$ cat config.mk
export PLATFORM = sky130hd
export DESIGN_NAME = scp_pwm
export DESIGN_NICKNAME = d
export VERILOG_FILES = /design/src/scp_pkg.sv /design/src/scp_pwm.sv
export SDC_FILE = /design/constraint.sdc
export NUM_CORES = 1
export LEC_CHECK = 0
export BUFFER_PORTS_ARGS = -buffer_cell sky130_fd_sc_hd__buf_2
export CORE_ASPECT_RATIO = 1.5
export CORE_UTILIZATION = 58
export DETAILED_ROUTE_END_ITERATION = 7
export GPL_TIMING_DRIVEN = 1
export PLACE_DENSITY = 0.83
export SYNTH_ARGS = -nofsm -noshare
export SYNTH_HDL_FRONTEND = slang
export SYNTH_SLANG_ARGS = --single-unit
$ cat constraint.sdc
create_clock -name clock -period 6.35 [get_ports clock]
set_input_delay 0.635 -clock clock [delete_from_list [all_inputs] [get_ports clock]]
set_output_delay 0.635 -clock clock [all_outputs]
set_load 0.02 [all_outputs]
$ cat src/scp_pkg.sv
// Shared constants for the six-output modulator
package scp_pkg;
	localparam int CNT_W = 16;
	localparam int N_OUT = 6;
	localparam int N_CAP = 3;
	localparam logic [CNT_W-1:0] CNT_ZERO = 16'h0000;
	localparam logic [CNT_W-1:0] CNT_ONE = 16'h0001;
endpackage

$ cat src/scp_pwm.sv
// Six-output pulse-width modulator with capture, trap, burst and sync chain
module scp_pwm #(
	parameter int NCH = scp_pkg::N_OUT,
	parameter int NCAP = scp_pkg::N_CAP,
	parameter int CW = scp_pkg::CNT_W
) (
	input wire logic clock,
	input wire logic rst_n,
	input wire logic run_enable,
	input wire logic run_once_mode,
	input wire logic slave_mode,
	input wire logic burst_enable,
	input wire logic update_request,
	input wire logic [CW-1:0] period_value,
	input wire logic [CW-1:0] prescale_value,
	input wire logic [NCH-1:0][CW-1:0] rise_value,
	input wire logic [NCH-1:0][CW-1:0] fall_value,
	input wire logic [CW-1:0] sync_delay,
	input wire logic [NCH-1:0] trap_level,
	input wire logic trap_clear,
	input wire logic [NCH-1:0] rise_event_en,
	input wire logic [NCH-1:0] fall_event_en,
	input wire logic [NCAP-1:0] capture_event_en,
	input wire logic overflow_event_en,
	input wire logic trap_event_en,
	input wire logic [NCAP-1:0] capture_input_pins,
	input wire logic protective_hold_input,
	input wire logic carrier_input,
	input wire logic sync_in,
	input wire logic trans_enable_in,
	output logic [NCH-1:0] modulated_output_pins,
	output logic sync_out,
	output logic trans_enable_out,
	output logic [NCH-1:0] rise_match_event,
	output logic [NCH-1:0] fall_match_event,
	output logic [NCAP-1:0] capture_event,
	output logic overflow_event,
	output logic trap_event,
	output logic [NCAP-1:0][CW-1:0] capture_values,
	output logic [CW-1:0] period_count,
	output logic running_status,
	output logic trap_active,
	output logic update_pending
);

	// ********************************
	// Parameter check
	// ********************************
	generate
		if (NCH < 1 || NCAP < 1 || CW != scp_pkg::CNT_W) begin : g_bad_params
			$error("scp_pwm: unsupported parameter values");
		end
	endgenerate

	// ********************************
	// State
	// ********************************
	typedef struct packed {
		logic [NCAP-1:0] cap_s1;
		logic [NCAP-1:0] cap_s2;
		logic [NCAP-1:0] cap_prev;
		logic trap_s1;
		logic trap_s2;
		logic car_s1;
		logic car_s2;
		logic running;
		logic done;
		logic pend;
		logic [CW-1:0] psc;
		logic [CW-1:0] cnt;
		logic [CW-1:0] per_sh;
		logic [CW-1:0] psc_sh;
		logic [NCH-1:0][CW-1:0] rise_sh;
		logic [NCH-1:0][CW-1:0] fall_sh;
		logic [NCH-1:0] wave;
		logic trap_on;
		logic dly_pend;
		logic dly_load;
		logic [CW-1:0] dly_cnt;
		logic [NCH-1:0] outp;
		logic sync_o;
		logic trans_o;
		logic [NCH-1:0] rise_ev;
		logic [NCH-1:0] fall_ev;
		logic [NCAP-1:0] cap_ev;
		logic ovf_ev;
		logic trap_ev;
		logic [NCAP-1:0][CW-1:0] cap_val;
	} scp_state_s;

	scp_state_s state_reg;
	scp_state_s state_next;

	// ********************************
	// Next-state logic
	// ********************************
	always_comb begin
		logic tick;
		logic restart;
		logic loaded;
		tick = 1'b0;
		restart = 1'b0;
		loaded = 1'b0;
		state_next = state_reg;
		state_next.rise_ev = '0;
		state_next.fall_ev = '0;
		state_next.cap_ev = '0;
		state_next.ovf_ev = 1'b0;
		state_next.trap_ev = 1'b0;
		state_next.sync_o = 1'b0;
		state_next.trans_o = 1'b0;
		// Input synchronisers
		state_next.cap_s1 = capture_input_pins;
		state_next.cap_s2 = state_reg.cap_s1;
		state_next.cap_prev = state_reg.cap_s2;
		state_next.trap_s1 = protective_hold_input;
		state_next.trap_s2 = state_reg.trap_s1;
		state_next.car_s1 = carrier_input;
		state_next.car_s2 = state_reg.car_s1;
		// Counter chain on the shared module clock
		if (state_reg.running) begin
			if (state_reg.psc == state_reg.psc_sh) begin
				state_next.psc = scp_pkg::CNT_ZERO;
				tick = 1'b1;
			end else begin
				state_next.psc = state_reg.psc + scp_pkg::CNT_ONE;
			end
		end
		if (tick) begin
			if (state_reg.cnt == state_reg.per_sh) begin
				state_next.cnt = scp_pkg::CNT_ZERO;
				state_next.ovf_ev = overflow_event_en;
				if (run_once_mode) begin
					state_next.running = 1'b0;
					state_next.done = 1'b1;
				end else begin
					restart = 1'b1;
				end
			end else begin
				state_next.cnt = state_reg.cnt + scp_pkg::CNT_ONE;
			end
		end
		if (!state_reg.running && !state_reg.done && run_enable) begin
			state_next.running = 1'b1;
			restart = 1'b1;
		end
		if (!run_enable) begin
			state_next.running = 1'b0;
			state_next.done = 1'b0;
		end
		// Slave follows the neighbouring master
		if (slave_mode && sync_in && run_enable) begin
			state_next.running = 1'b1;
			state_next.done = 1'b0;
			restart = 1'b1;
		end
		if (restart) begin
			state_next.cnt = scp_pkg::CNT_ZERO;
			state_next.psc = scp_pkg::CNT_ZERO;
		end
		// Shadow transfer only at restart or on chain pulse
		if (slave_mode ? trans_enable_in : (restart && state_reg.pend)) begin
			state_next.per_sh = period_value;
			state_next.psc_sh = prescale_value;
			state_next.rise_sh = rise_value;
			state_next.fall_sh = fall_value;
			state_next.pend = 1'b0;
			loaded = restart;
		end
		if (update_request) begin
			state_next.pend = 1'b1;
		end
		// Delayed chain pulses
		if (state_reg.dly_pend) begin
			if (state_reg.dly_cnt == scp_pkg::CNT_ZERO) begin
				state_next.dly_pend = 1'b0;
				state_next.sync_o = 1'b1;
				state_next.trans_o = state_reg.dly_load;
			end else begin
				state_next.dly_cnt = state_reg.dly_cnt - scp_pkg::CNT_ONE;
			end
		end
		if (restart) begin
			state_next.dly_pend = 1'b1;
			state_next.dly_load = loaded;
			state_next.dly_cnt = sync_delay;
		end
		// Edge matches per output
		if (tick || restart) begin
			for (int i = 0; i < NCH; i++) begin
				if (state_next.cnt == state_next.rise_sh[i]) begin
					state_next.wave[i] = 1'b1;
					state_next.rise_ev[i] = rise_event_en[i];
				end
				if (state_next.cnt == state_next.fall_sh[i]) begin
					state_next.wave[i] = 1'b0;
					state_next.fall_ev[i] = fall_event_en[i];
				end
			end
		end
		// Capture on rising edge of a synchronised pin
		for (int k = 0; k < NCAP; k++) begin
			if (state_reg.cap_s2[k] && !state_reg.cap_prev[k]) begin
				state_next.cap_val[k] = state_reg.cnt;
				state_next.cap_ev[k] = capture_event_en[k];
			end
		end
		// Trap latch, a new trap wins over the clear
		if (trap_clear) begin
			state_next.trap_on = 1'b0;
		end
		if (state_reg.trap_s2) begin
			state_next.trap_on = 1'b1;
			state_next.trap_ev = trap_event_en && !state_reg.trap_on;
		end
		// Output mixing
		if (state_next.trap_on) begin
			state_next.outp = trap_level;
		end else if (burst_enable) begin
			state_next.outp = state_next.wave & {NCH{state_reg.car_s2}};
		end else begin
			state_next.outp = state_next.wave;
		end
	end

	always_ff @(posedge clock or negedge rst_n) begin
		if (!rst_n) begin
			state_reg <= '0;
		end else begin
			state_reg <= state_next;
		end
	end

	// ********************************
	// Outputs
	// ********************************
	assign modulated_output_pins = state_reg.outp;
	assign sync_out = state_reg.sync_o;
	assign trans_enable_out = state_reg.trans_o;
	assign rise_match_event = state_reg.rise_ev;
	assign fall_match_event = state_reg.fall_ev;
	assign capture_event = state_reg.cap_ev;
	assign overflow_event = state_reg.ovf_ev;
	assign trap_event = state_reg.trap_ev;
	assign capture_values = state_reg.cap_val;
	assign period_count = state_reg.cnt;
	assign running_status = state_reg.running;
	assign trap_active = state_reg.trap_on;
	assign update_pending = state_reg.pend;
endmodule

Word-level counts from Yosys, hierarchy flattened
Index checks and enable logic that the tools add are counted.
- register bits: 370
- bits of input ports: 278
- output and inout port bits: 92
- logic and storage cells: 156
- add/subtract/negate cells: 3
- eq/ne operators: 21
- mux-type cells: 66
- bitwise gates (word level): 1
- reductions and logical operators: 23
- operators by type and width (cell ; count):
    16-bit == test ; 14
    192-bit 2-to-1 mux ; 1
    16-bit 2-to-1 mux ; 6
    1-bit 2-to-1 mux ; 46
    16-bit by 1-bit adder with 16-bit output, second input constant ; 2
    32-bit 2-to-1 mux ; 1
    18-bit 2-to-1 mux ; 1
    6-bit 2-to-1 mux ; 3
    16-bit logical NOT ; 1
    16-bit by 1-bit subtractor with 16-bit output, second input constant ; 1
    2-bit 2-to-1 mux ; 7
    12-bit 2-to-1 mux ; 1
    4-bit by 1-bit != test with 1-bit output, second input constant ; 3
    1-bit logical AND ; 9
    3-bit by 1-bit != test with 1-bit output, second input constant ; 3
    6-bit AND ; 1
    1-bit logical NOT ; 6
    3-bit AND reduction ; 2
    2-bit nonzero test ; 3
    2-bit != test, second input constant ; 1
    2-bit AND reduction ; 1
    1-bit logical OR ; 1

Logic depth before layout (Yosys ltp)
Gate-level depths: netlist of run 1.
- depth after elaboration: 16
- mapped depth: 15
- mapped depth without buffers: 11

Worst setup path after synthesis of run 1
No wires, ideal clock.
- kind: in2reg
- start: in trans_enable_in
- end: reg state_reg, in the netlist modulated_output_pins[2]
- library setup time: 0.095 ns
- arrival time: 3.406 ns
- required time: 6.255 ns
- setup slack: 2.848 ns
- cell stages on the path: 11
- buffers on the path: 3
- cells stage by stage: clkbuf_1 -> a32oi_1 -> clkbuf_1 -> clkbuf_1 -> nand2_1 -> o211ai_1 -> xor2_1 -> nand4_1 -> or4_1 -> o41a_1 -> o31ai_1
- RTL lines (element ; RTL line ; RTL):
    from (decl) ; scp_pwm.sv:30 ; input wire logic trans_enable_in,
    to (signal assigned) ; scp_pwm.sv:230 ; state_reg <= state_next;
    to (decl) ; scp_pwm.sv:91 ; scp_state_s state_reg;

==> metrics.md, run 1 <==
| Metric | Value |
|---|---|
| Outcome | `finished clean` |
| Commonest cells in the netlist | `dfrtp_1 (370), nand2_1 (323), xnor2_1 (171), mux2_2 (97), nand4_1 (87)` |
| CTS Buf Count | `38` |
| WS Path Type | `reg2reg` |
| Most frequent cell after synthesis | `dfrtp_1` |
| Total setup buffers inserted after CTS | `0` |
| Initial antenna violation count | `13` |
| Port buffer count | `369` |
| Synthesis Warnings | `0` |
| Synth Area per Inst | `slightly below 10 sq um` |
| LEAKAGE | `10.61 nW` |
| Worst path arrival time | `5.42 ns` |
| Routed WL per cell | `23.14 um` |
| Worst Hold Class | `in2async` |
| Die ar. | `0.03441 sq mm` |
| Fmax | `0.2013 GHz` |
| CTS clk-pin slew, worst paths | `0.07 ns` |
| # rows | `81` |
| Post-Syn Area | `0.01952 sq mm` |
| Top cell type by total area after synthesis | `dfrtp_1` |
| Seq cells post-synth | `370` |
| Longest Clk Path Bufs | `3` |
| # hold bufs at CTS | `0` |
| Largest cells by area after synthesis | `dfrtp_1 (47%), xnor2_1 (7.7%), nand2_1 (6.2%)` |
| Die span in x | `151.8 um` |
| Post-route antenna net violation count | `0` |
| Largest net degree at the start of global routing | `about 170` |
| Max-slew headroom | `~29%` |
| Synth Instances | `1991` |
| Net total in the final layout | `2496` |
| Max_cap viols | `0` |
| CTS tree | `yes` |
| Setup Skew | `around 0.018 ns` |
| Setup TNS | `0 ns` |
| Slew @ Worst Pin | `about 1.1 ns` |
| Post-Route Utilization | `about two thirds` |
| Synth-to-Final Area Change | `14.24%` |
| Final setup violation count | `0` |
| DRC viols | `0` |
| Dominant synthesized flop cell | `dfrtp_1` |
| Net count after synthesis | `2272` |
| CP Capture Type | `register` |
| Final Hold Fails | `0` |
| Synth top area share | `between 40% and 50%` |
| Fin crit share | `78.24%` |
| Post-synth EDFFs | `0` |
| Max-slew violation total from the final report | `0` |
| Async SR Flop Fraction | `100.0%` |
| Die Y-Extent | `226.7 um` |
| Reg2reg end | `modulated_output_pins[3]$_DFF_PN0_` |
| CP Launch Type | `register` |
| CTS H-tree lvls | `2` |
| Required time of the worst setup path | `around 7 ns` |
| First-pass GRT wire length | `94.02 mm` |
| RSZ-0062 raised after global routing | `no` |
| Tmin final | `4.968 ns` |
| Final Wtd Congestion | `a little under 0.9` |
| Reg-to-Reg Start | `update_pending$_DFFE_PN0P_` |
| Starting Density | `59.45%` |
| Pwr per Cell Area | `roughly 280 mW/mm^2` |
| Peak supply drop | `0.0002500 V` |
| Max FFs per register | `270` |
| Global route overflow | `0` |
| Initial DRC count | `1683` |
| Via density | `slightly above 6` |
| Vias in the first global route | `16553` |
| Vias | `roughly 16000` |
| Post-CTS sizing | `0` |
| CTS root buf | `clkbuf_16` |
| All-Layer GR Usage | `between 30% and 40%` |
| Critical-path maximum fanout | `29` |
| Core footprint | `0.03284 sq mm` |
| Clk_lat worst skew | `0.55 ns` |
| Reg2Reg Setup Slack | `1.38 ns` |
| Sequential element share of the synthesized area | `47.43%` |
| DRT Pass-1 Iters | `6` |
| R2R depth | `10` |
| Hpwl dp | `between 40 and 50 mm` |
| Yosys cell types | `58` |
| CTS Sinks | `370` |
| Ratio of cells with drive above 1 in the final layout | `26.38%` |
| I/O pin total | `370` |
| Drt total wl | `a little over 60 mm` |
[routing by layer]
layer	up-vias	routed length, um	track usage (%)	share of wire, %
met5	-	24	0	0.039
met3	269	5307	7.550	8.6
li1	7207	-	-	-
met1	7984	22140	41.86	36
met4	4	4520	25.68	7.3
met2	1001	29810	58.20	48
[worst max-delay path by stage]
| stage | slack (ns) | cells after the start | start | to |
|---|---|---|---|---|
| after global routing | 1.17 | 12 | period_count[5]$_DFF_PN0_ | modulated_output_pins[0]$_DFF_PN0_ |
| after global placement | 1.65 | 10 | update_pending$_DFFE_PN0P_ | modulated_output_pins[3]$_DFF_PN0_ |
| final | 1.38 | 10 | update_pending$_DFFE_PN0P_ | modulated_output_pins[3]$_DFF_PN0_ |
| after CTS | 1.54 | 10 | update_pending$_DFFE_PN0P_ | modulated_output_pins[3]$_DFF_PN0_ |
| after floorplan | 2.85 | 11 | trans_enable_in | modulated_output_pins[2]$_DFF_PN0_ |
| after detailed placement | 1.59 | 12 | period_count[5]$_DFF_PN0_ | modulated_output_pins[2]$_DFF_PN0_ |
[kinds of logic (layout without fill, tap and decap cells)]
logic type | count (synthesis) | count (layout) | synth area share, %
xor+xnor | 248 | 248 | 11.13
buf+inv | 309 | 562 | 7.819
compound gates | 218 | 218 | 7.729
other cells | 0 | 12 | 0
fa+ha+maj | 3 | 3 | 0.1923
mux | 148 | 148 | 8.210
flops | 370 | 370 | 47.43
simple gates | 695 | 695 | 17.50
[placed cells by master, fill, tap and decap left out, types with 5 or more instances in the layout]
cell type	instances
mux2_2	97
nor2_1	55
nor3_1	18
nand3_1	29
dfrtp_1	369
nor2b_1	10
nand4_1	87
o21ai_2	11
a41oi_1	6
xnor2_1	171
a311oi_1	10
clkbuf_1	15
a21oi_1	21
buf_2	368
clkbuf_8	7
and3_1	73
o31ai_1	5
clkbuf_16	38
a31oi_1	5
buf_4	33
inv_1	83
o21ai_0	50
inv_2	5
nand2_1	322
nor4_1	45
o211ai_1	72
diode_2	12
and4_1	10
and2_1	12
mux2i_1	51
xor2_1	77
or4_1	6
[critical path, cell delays in order, from the launching register on]
cell and delay, ns:
dfrtp_1 0.93, nor2b_4 0.74, a32o_2 0.74, buf_4 0.42, nand2_1 0.09, o211ai_1 0.20, xnor2_1 0.10, or4_1 0.47
nand4b_1 0.37, o41a_1 0.54, o31ai_1 0.25
[power breakdown]
part | switching [mW] | total (mW) | internal [mW] | leakage (nW)
Clock | 0.960 | 2.16 | 1.20 | 0.568
Sequential | 0.157 | 2.81 | 2.66 | 4.60
Combinational | 0.701 | 1.21 | 0.512 | 5.44
Total | 1.82 | 6.19 | 4.37 | 10.6
[layout make-up]
cell class	instances	area [sq um]
multi-input combinational	1312	8826
timing repair buffer	405	2165
sequential	370	9260
tap	415	519.2
antenna	12	30.03
inverter	88	330.3
fill	2560	10530
clock buffer	60	1104
clock inverter	9	68.82
[through the flow]
| stage | power, mW | std cells | cell area (sq um) | setup slack, ns | hold WS [ns] |
|---|---|---|---|---|---|
| 2_1_floorplan | 3.626 | 1991 | 19520 | 2.848 | 0.3312 |
| 3_3_place_gp | 3.979 | 2590 | 21100 | 1.653 | 0.3330 |
| 3_5_place_dp | 4.032 | 2590 | 21100 | 1.590 | 0.3434 |
| 4_1_cts | 6.184 | 2659 | 22270 | 1.540 | 0.1734 |
| 5_1_grt | 6.416 | 2665 | 22290 | 1.168 | 0.1761 |
| 6_report | 6.187 | 2671 | 22300 | 1.382 | 0.1572 |
No activity file was read; power rests on OpenSTA's default activity.
==> inputs of run 2 (changes only) <==
- CORE_UTILIZATION: 58 -> 56
- PLACE_DENSITY: 0.83 -> 0.81
- clock period: 6.35 -> 4.74 ns (I/O delays scaled with it)
==> metrics.md, run 2 (same netlist as run 1, synthesis figures left out) <==
| Metric | Value |
|---|---|
| Outcome | `finished clean` |
| Synth-to-Final Area Change | `16.14%` |
| Max FFs per register | `270 (unchanged)` |
| Dpl cell area | `0.02136 sq mm (+1.2%)` |
| Final Hold Fails | `0 (unchanged)` |
| Port buffer count | `369 (unchanged)` |
| Worst Hold Class | `in2reg` |
| Setup Skew | `0.01462 ns (-0.003275 ns)` |
| Slack of the critical path | `0.1980 ns (-1.184 ns)` |
| I/O pin total | `370 (unchanged)` |
| DRT Pass-1 Iters | `5 (-1)` |
| Peak supply drop | `0.0003729 V (+49%)` |
| Vias | `16390 (-0.46%)` |
| Most frequent cells in the layout | `dfrtp_1 (369), buf_2 (368), nand2_1 (322)` |
| Final setup violation count | `0 (unchanged)` |
| Drt total wl | `60.67 mm (-1.8%)` |
| Ratio of cells with drive above 1 in the final layout | `27.50% (+1.1 points)` |
| Total setup buffers inserted after CTS | `0 (unchanged)` |
| Pwr per Cell Area | `374.2 mW/mm^2 (+35%)` |
| Final Hold Slack | `0.02447 ns (-0.1328 ns)` |
| First-pass GRT wire length | `92.45 mm (-1.7%)` |
| Clk_lat worst skew | `0.56 ns (about the same)` |
| Total power | `8.486 mW (+37%)` |
| Placed cell count | `2629 (+1.5%)` |
| CP Launch Type | `register` |
| Max-slew violation total from the final report | `0 (unchanged)` |
| Global route overflow | `0 (unchanged)` |
| Final instance area | `0.02267 sq mm (+1.7%)` |
| Finished Layout Cells | `2707 (+1.3%)` |
| Slew @ Worst Pin | `1.020 ns (-0.03681 ns)` |
| Post-route antenna net violation count | `0 (unchanged)` |
| # rows | `83 (+2.5%)` |
| CTS Buf Count | `38 (unchanged)` |
| Starting Density | `56.97% (-2.5 points)` |
| LEAKAGE | `10.83 nW (+2.0%)` |
| Initial antenna violation count | `12 (-1)` |
| WS Path Type | `reg2reg` |
| Tmin final | `4.542 ns (-0.4261 ns)` |
| Post-Route Utilization | `66.16% (-1.8 points)` |
| Routed WL per cell | `22.41 um (-3.1%)` |
| Fill cells | `2659 (+3.9%)` |
| Longest Clk Path Bufs | `3 (unchanged)` |
| Net total in the final layout | `2526 (+1.2%)` |
| DRC viols | `0 (unchanged)` |
| Die Y-Extent | `230.7 um (+1.8%)` |
| CTS tree | `yes` |
| CTS root buf | `clkbuf_16` |
| Max_cap viols | `0 (unchanged)` |
| Pre-CTS setup slack | `0.3064 ns (-1.284 ns)` |
| CTS H-tree lvls | `2 (unchanged)` |
| Setup TNS | `0 ns (unchanged)` |
| Largest net degree at the start of global routing | `124 (-29%)` |
| CTS clk-pin slew, worst paths | `0.06 ns (about the same)` |
| Hpwl dp | `43.19 mm (+1.3%)` |
| Max-slew headroom | `32.01% (+2.7 points)` |
| Via density | `6.055 (-1.8%)` |
| CP Capture Type | `register` |
| Commonest non-fill, non-tap cell in the layout | `dfrtp_1` |
| Die ar. | `0.03563 sq mm (+3.5%)` |
| Die span in x | `154.5 um (+1.7%)` |
| RSZ-0062 raised after global routing | `no` |
| Initial DRC count | `1474 (-12%)` |
| Post-CTS sizing | `0 (unchanged)` |
| Required time of the worst setup path | `5.24 ns (-1.57 ns)` |
| Critical-path maximum fanout | `74 (+160%)` |
| CTS Sinks | `370 (unchanged)` |
| Fmax | `0.2202 GHz (+9.4%)` |
| Core footprint | `0.03427 sq mm (+4.4%)` |
| Fin crit share | `95.82% (+18 points)` |
| Vias in the first global route | `16379 (-1.1%)` |
| All-Layer GR Usage | `34.21% (-1.4 points)` |
| Final Wtd Congestion | `0.9063 (+1.3%)` |
| Worst path arrival time | `5.04 ns (-0.38 ns)` |
[run 2: cell count changes in the layout (fill, tap and decap cells not counted)]
cell / change
inv_6: -2
clkbuf_8: -5
clkinv_2: +2
bufinv_16: +5
buf_4: +26
dlygate4sd3_1: +1
a31oi_1: +1
buf_12: +3
a31oi_2: -1
clkbuf_1: -9
inv_16: +2
diode_2: +1
clkinv_4: +2
[run 2: final cells by class]
cell class	count	area [sq um]	share of cell area (%)
flip-flops and latches	370	9260	40.84
multi-input cells	1312	8820	38.90
repair buffers	435	2430	10.72
clock buffers	46	1001	4.415
well taps	425	531.8	2.345
inverters	88	330.3	1.457
clock inverters	18	269.0	1.186
diodes	13	32.53	0.1435
[run 2: timing repair]
item                       in CTS  in global routing
hold buffers                    1                  0
setup endpoints to repair       0                  0
hold endpoints to repair       68                  0
[run 2: final timing paths]
| kind | from | end | slack, ns | cells past startpoint |
|---|---|---|---|---|
| setup / recovery | state_reg[349]$_DFFE_PN0P_ | fall_match_event[4]$_DFF_PN0_ | 0.20 | 12 |
| max in group asynchronous | rst_n | state_reg[168]$_DFF_PN0_ | 2.95 | 3 |
| hold / removal | protective_hold_input | state_next[359]$_DFF_PN0_ | 0.02 | 1 |
| setup reg to reg | state_reg[349]$_DFFE_PN0P_ | fall_match_event[4]$_DFF_PN0_ | 0.20 | 12 |
| min in group asynchronous | rst_n | capture_values[27]$_DFFE_PN0P_ | 0.46 | 2 |
| hold reg to reg | state_next[359]$_DFF_PN0_ | state_reg[359]$_DFF_PN0_ | 0.34 | 0 |
[run 2: critical path, stage by stage (launching register included)]
cell	delay, ns
dfrtp_1	0.42
xor2_1	0.15
nor4_1	0.43
and4_2	0.39
buf_4	0.26
nand4_1	0.20
nand2_4	0.37
buf_12	0.40
mux2_2	0.41
xnor2_1	0.13
nor4_1	0.64
and4b_1	0.42
and2_1	0.16
[run 2: where the power goes]
part	total (mW)	switching [mW]	internal (mW)
sequential	3.75	0.187	3.56
combinational	1.64	0.940	0.702
clock	3.10	1.30	1.80
[run 2: per-layer routing]
layer / vias up / wire length, um / GRT usage (%)
li1: 7260 / - / -
met1: 7937 / 21310 / 39.47
met2: 955 / 29050 / 56.28
met3: 236 / 5300 / 6.326
met4: 2 / 4998 / 26.42
met5: - / 16 / 0
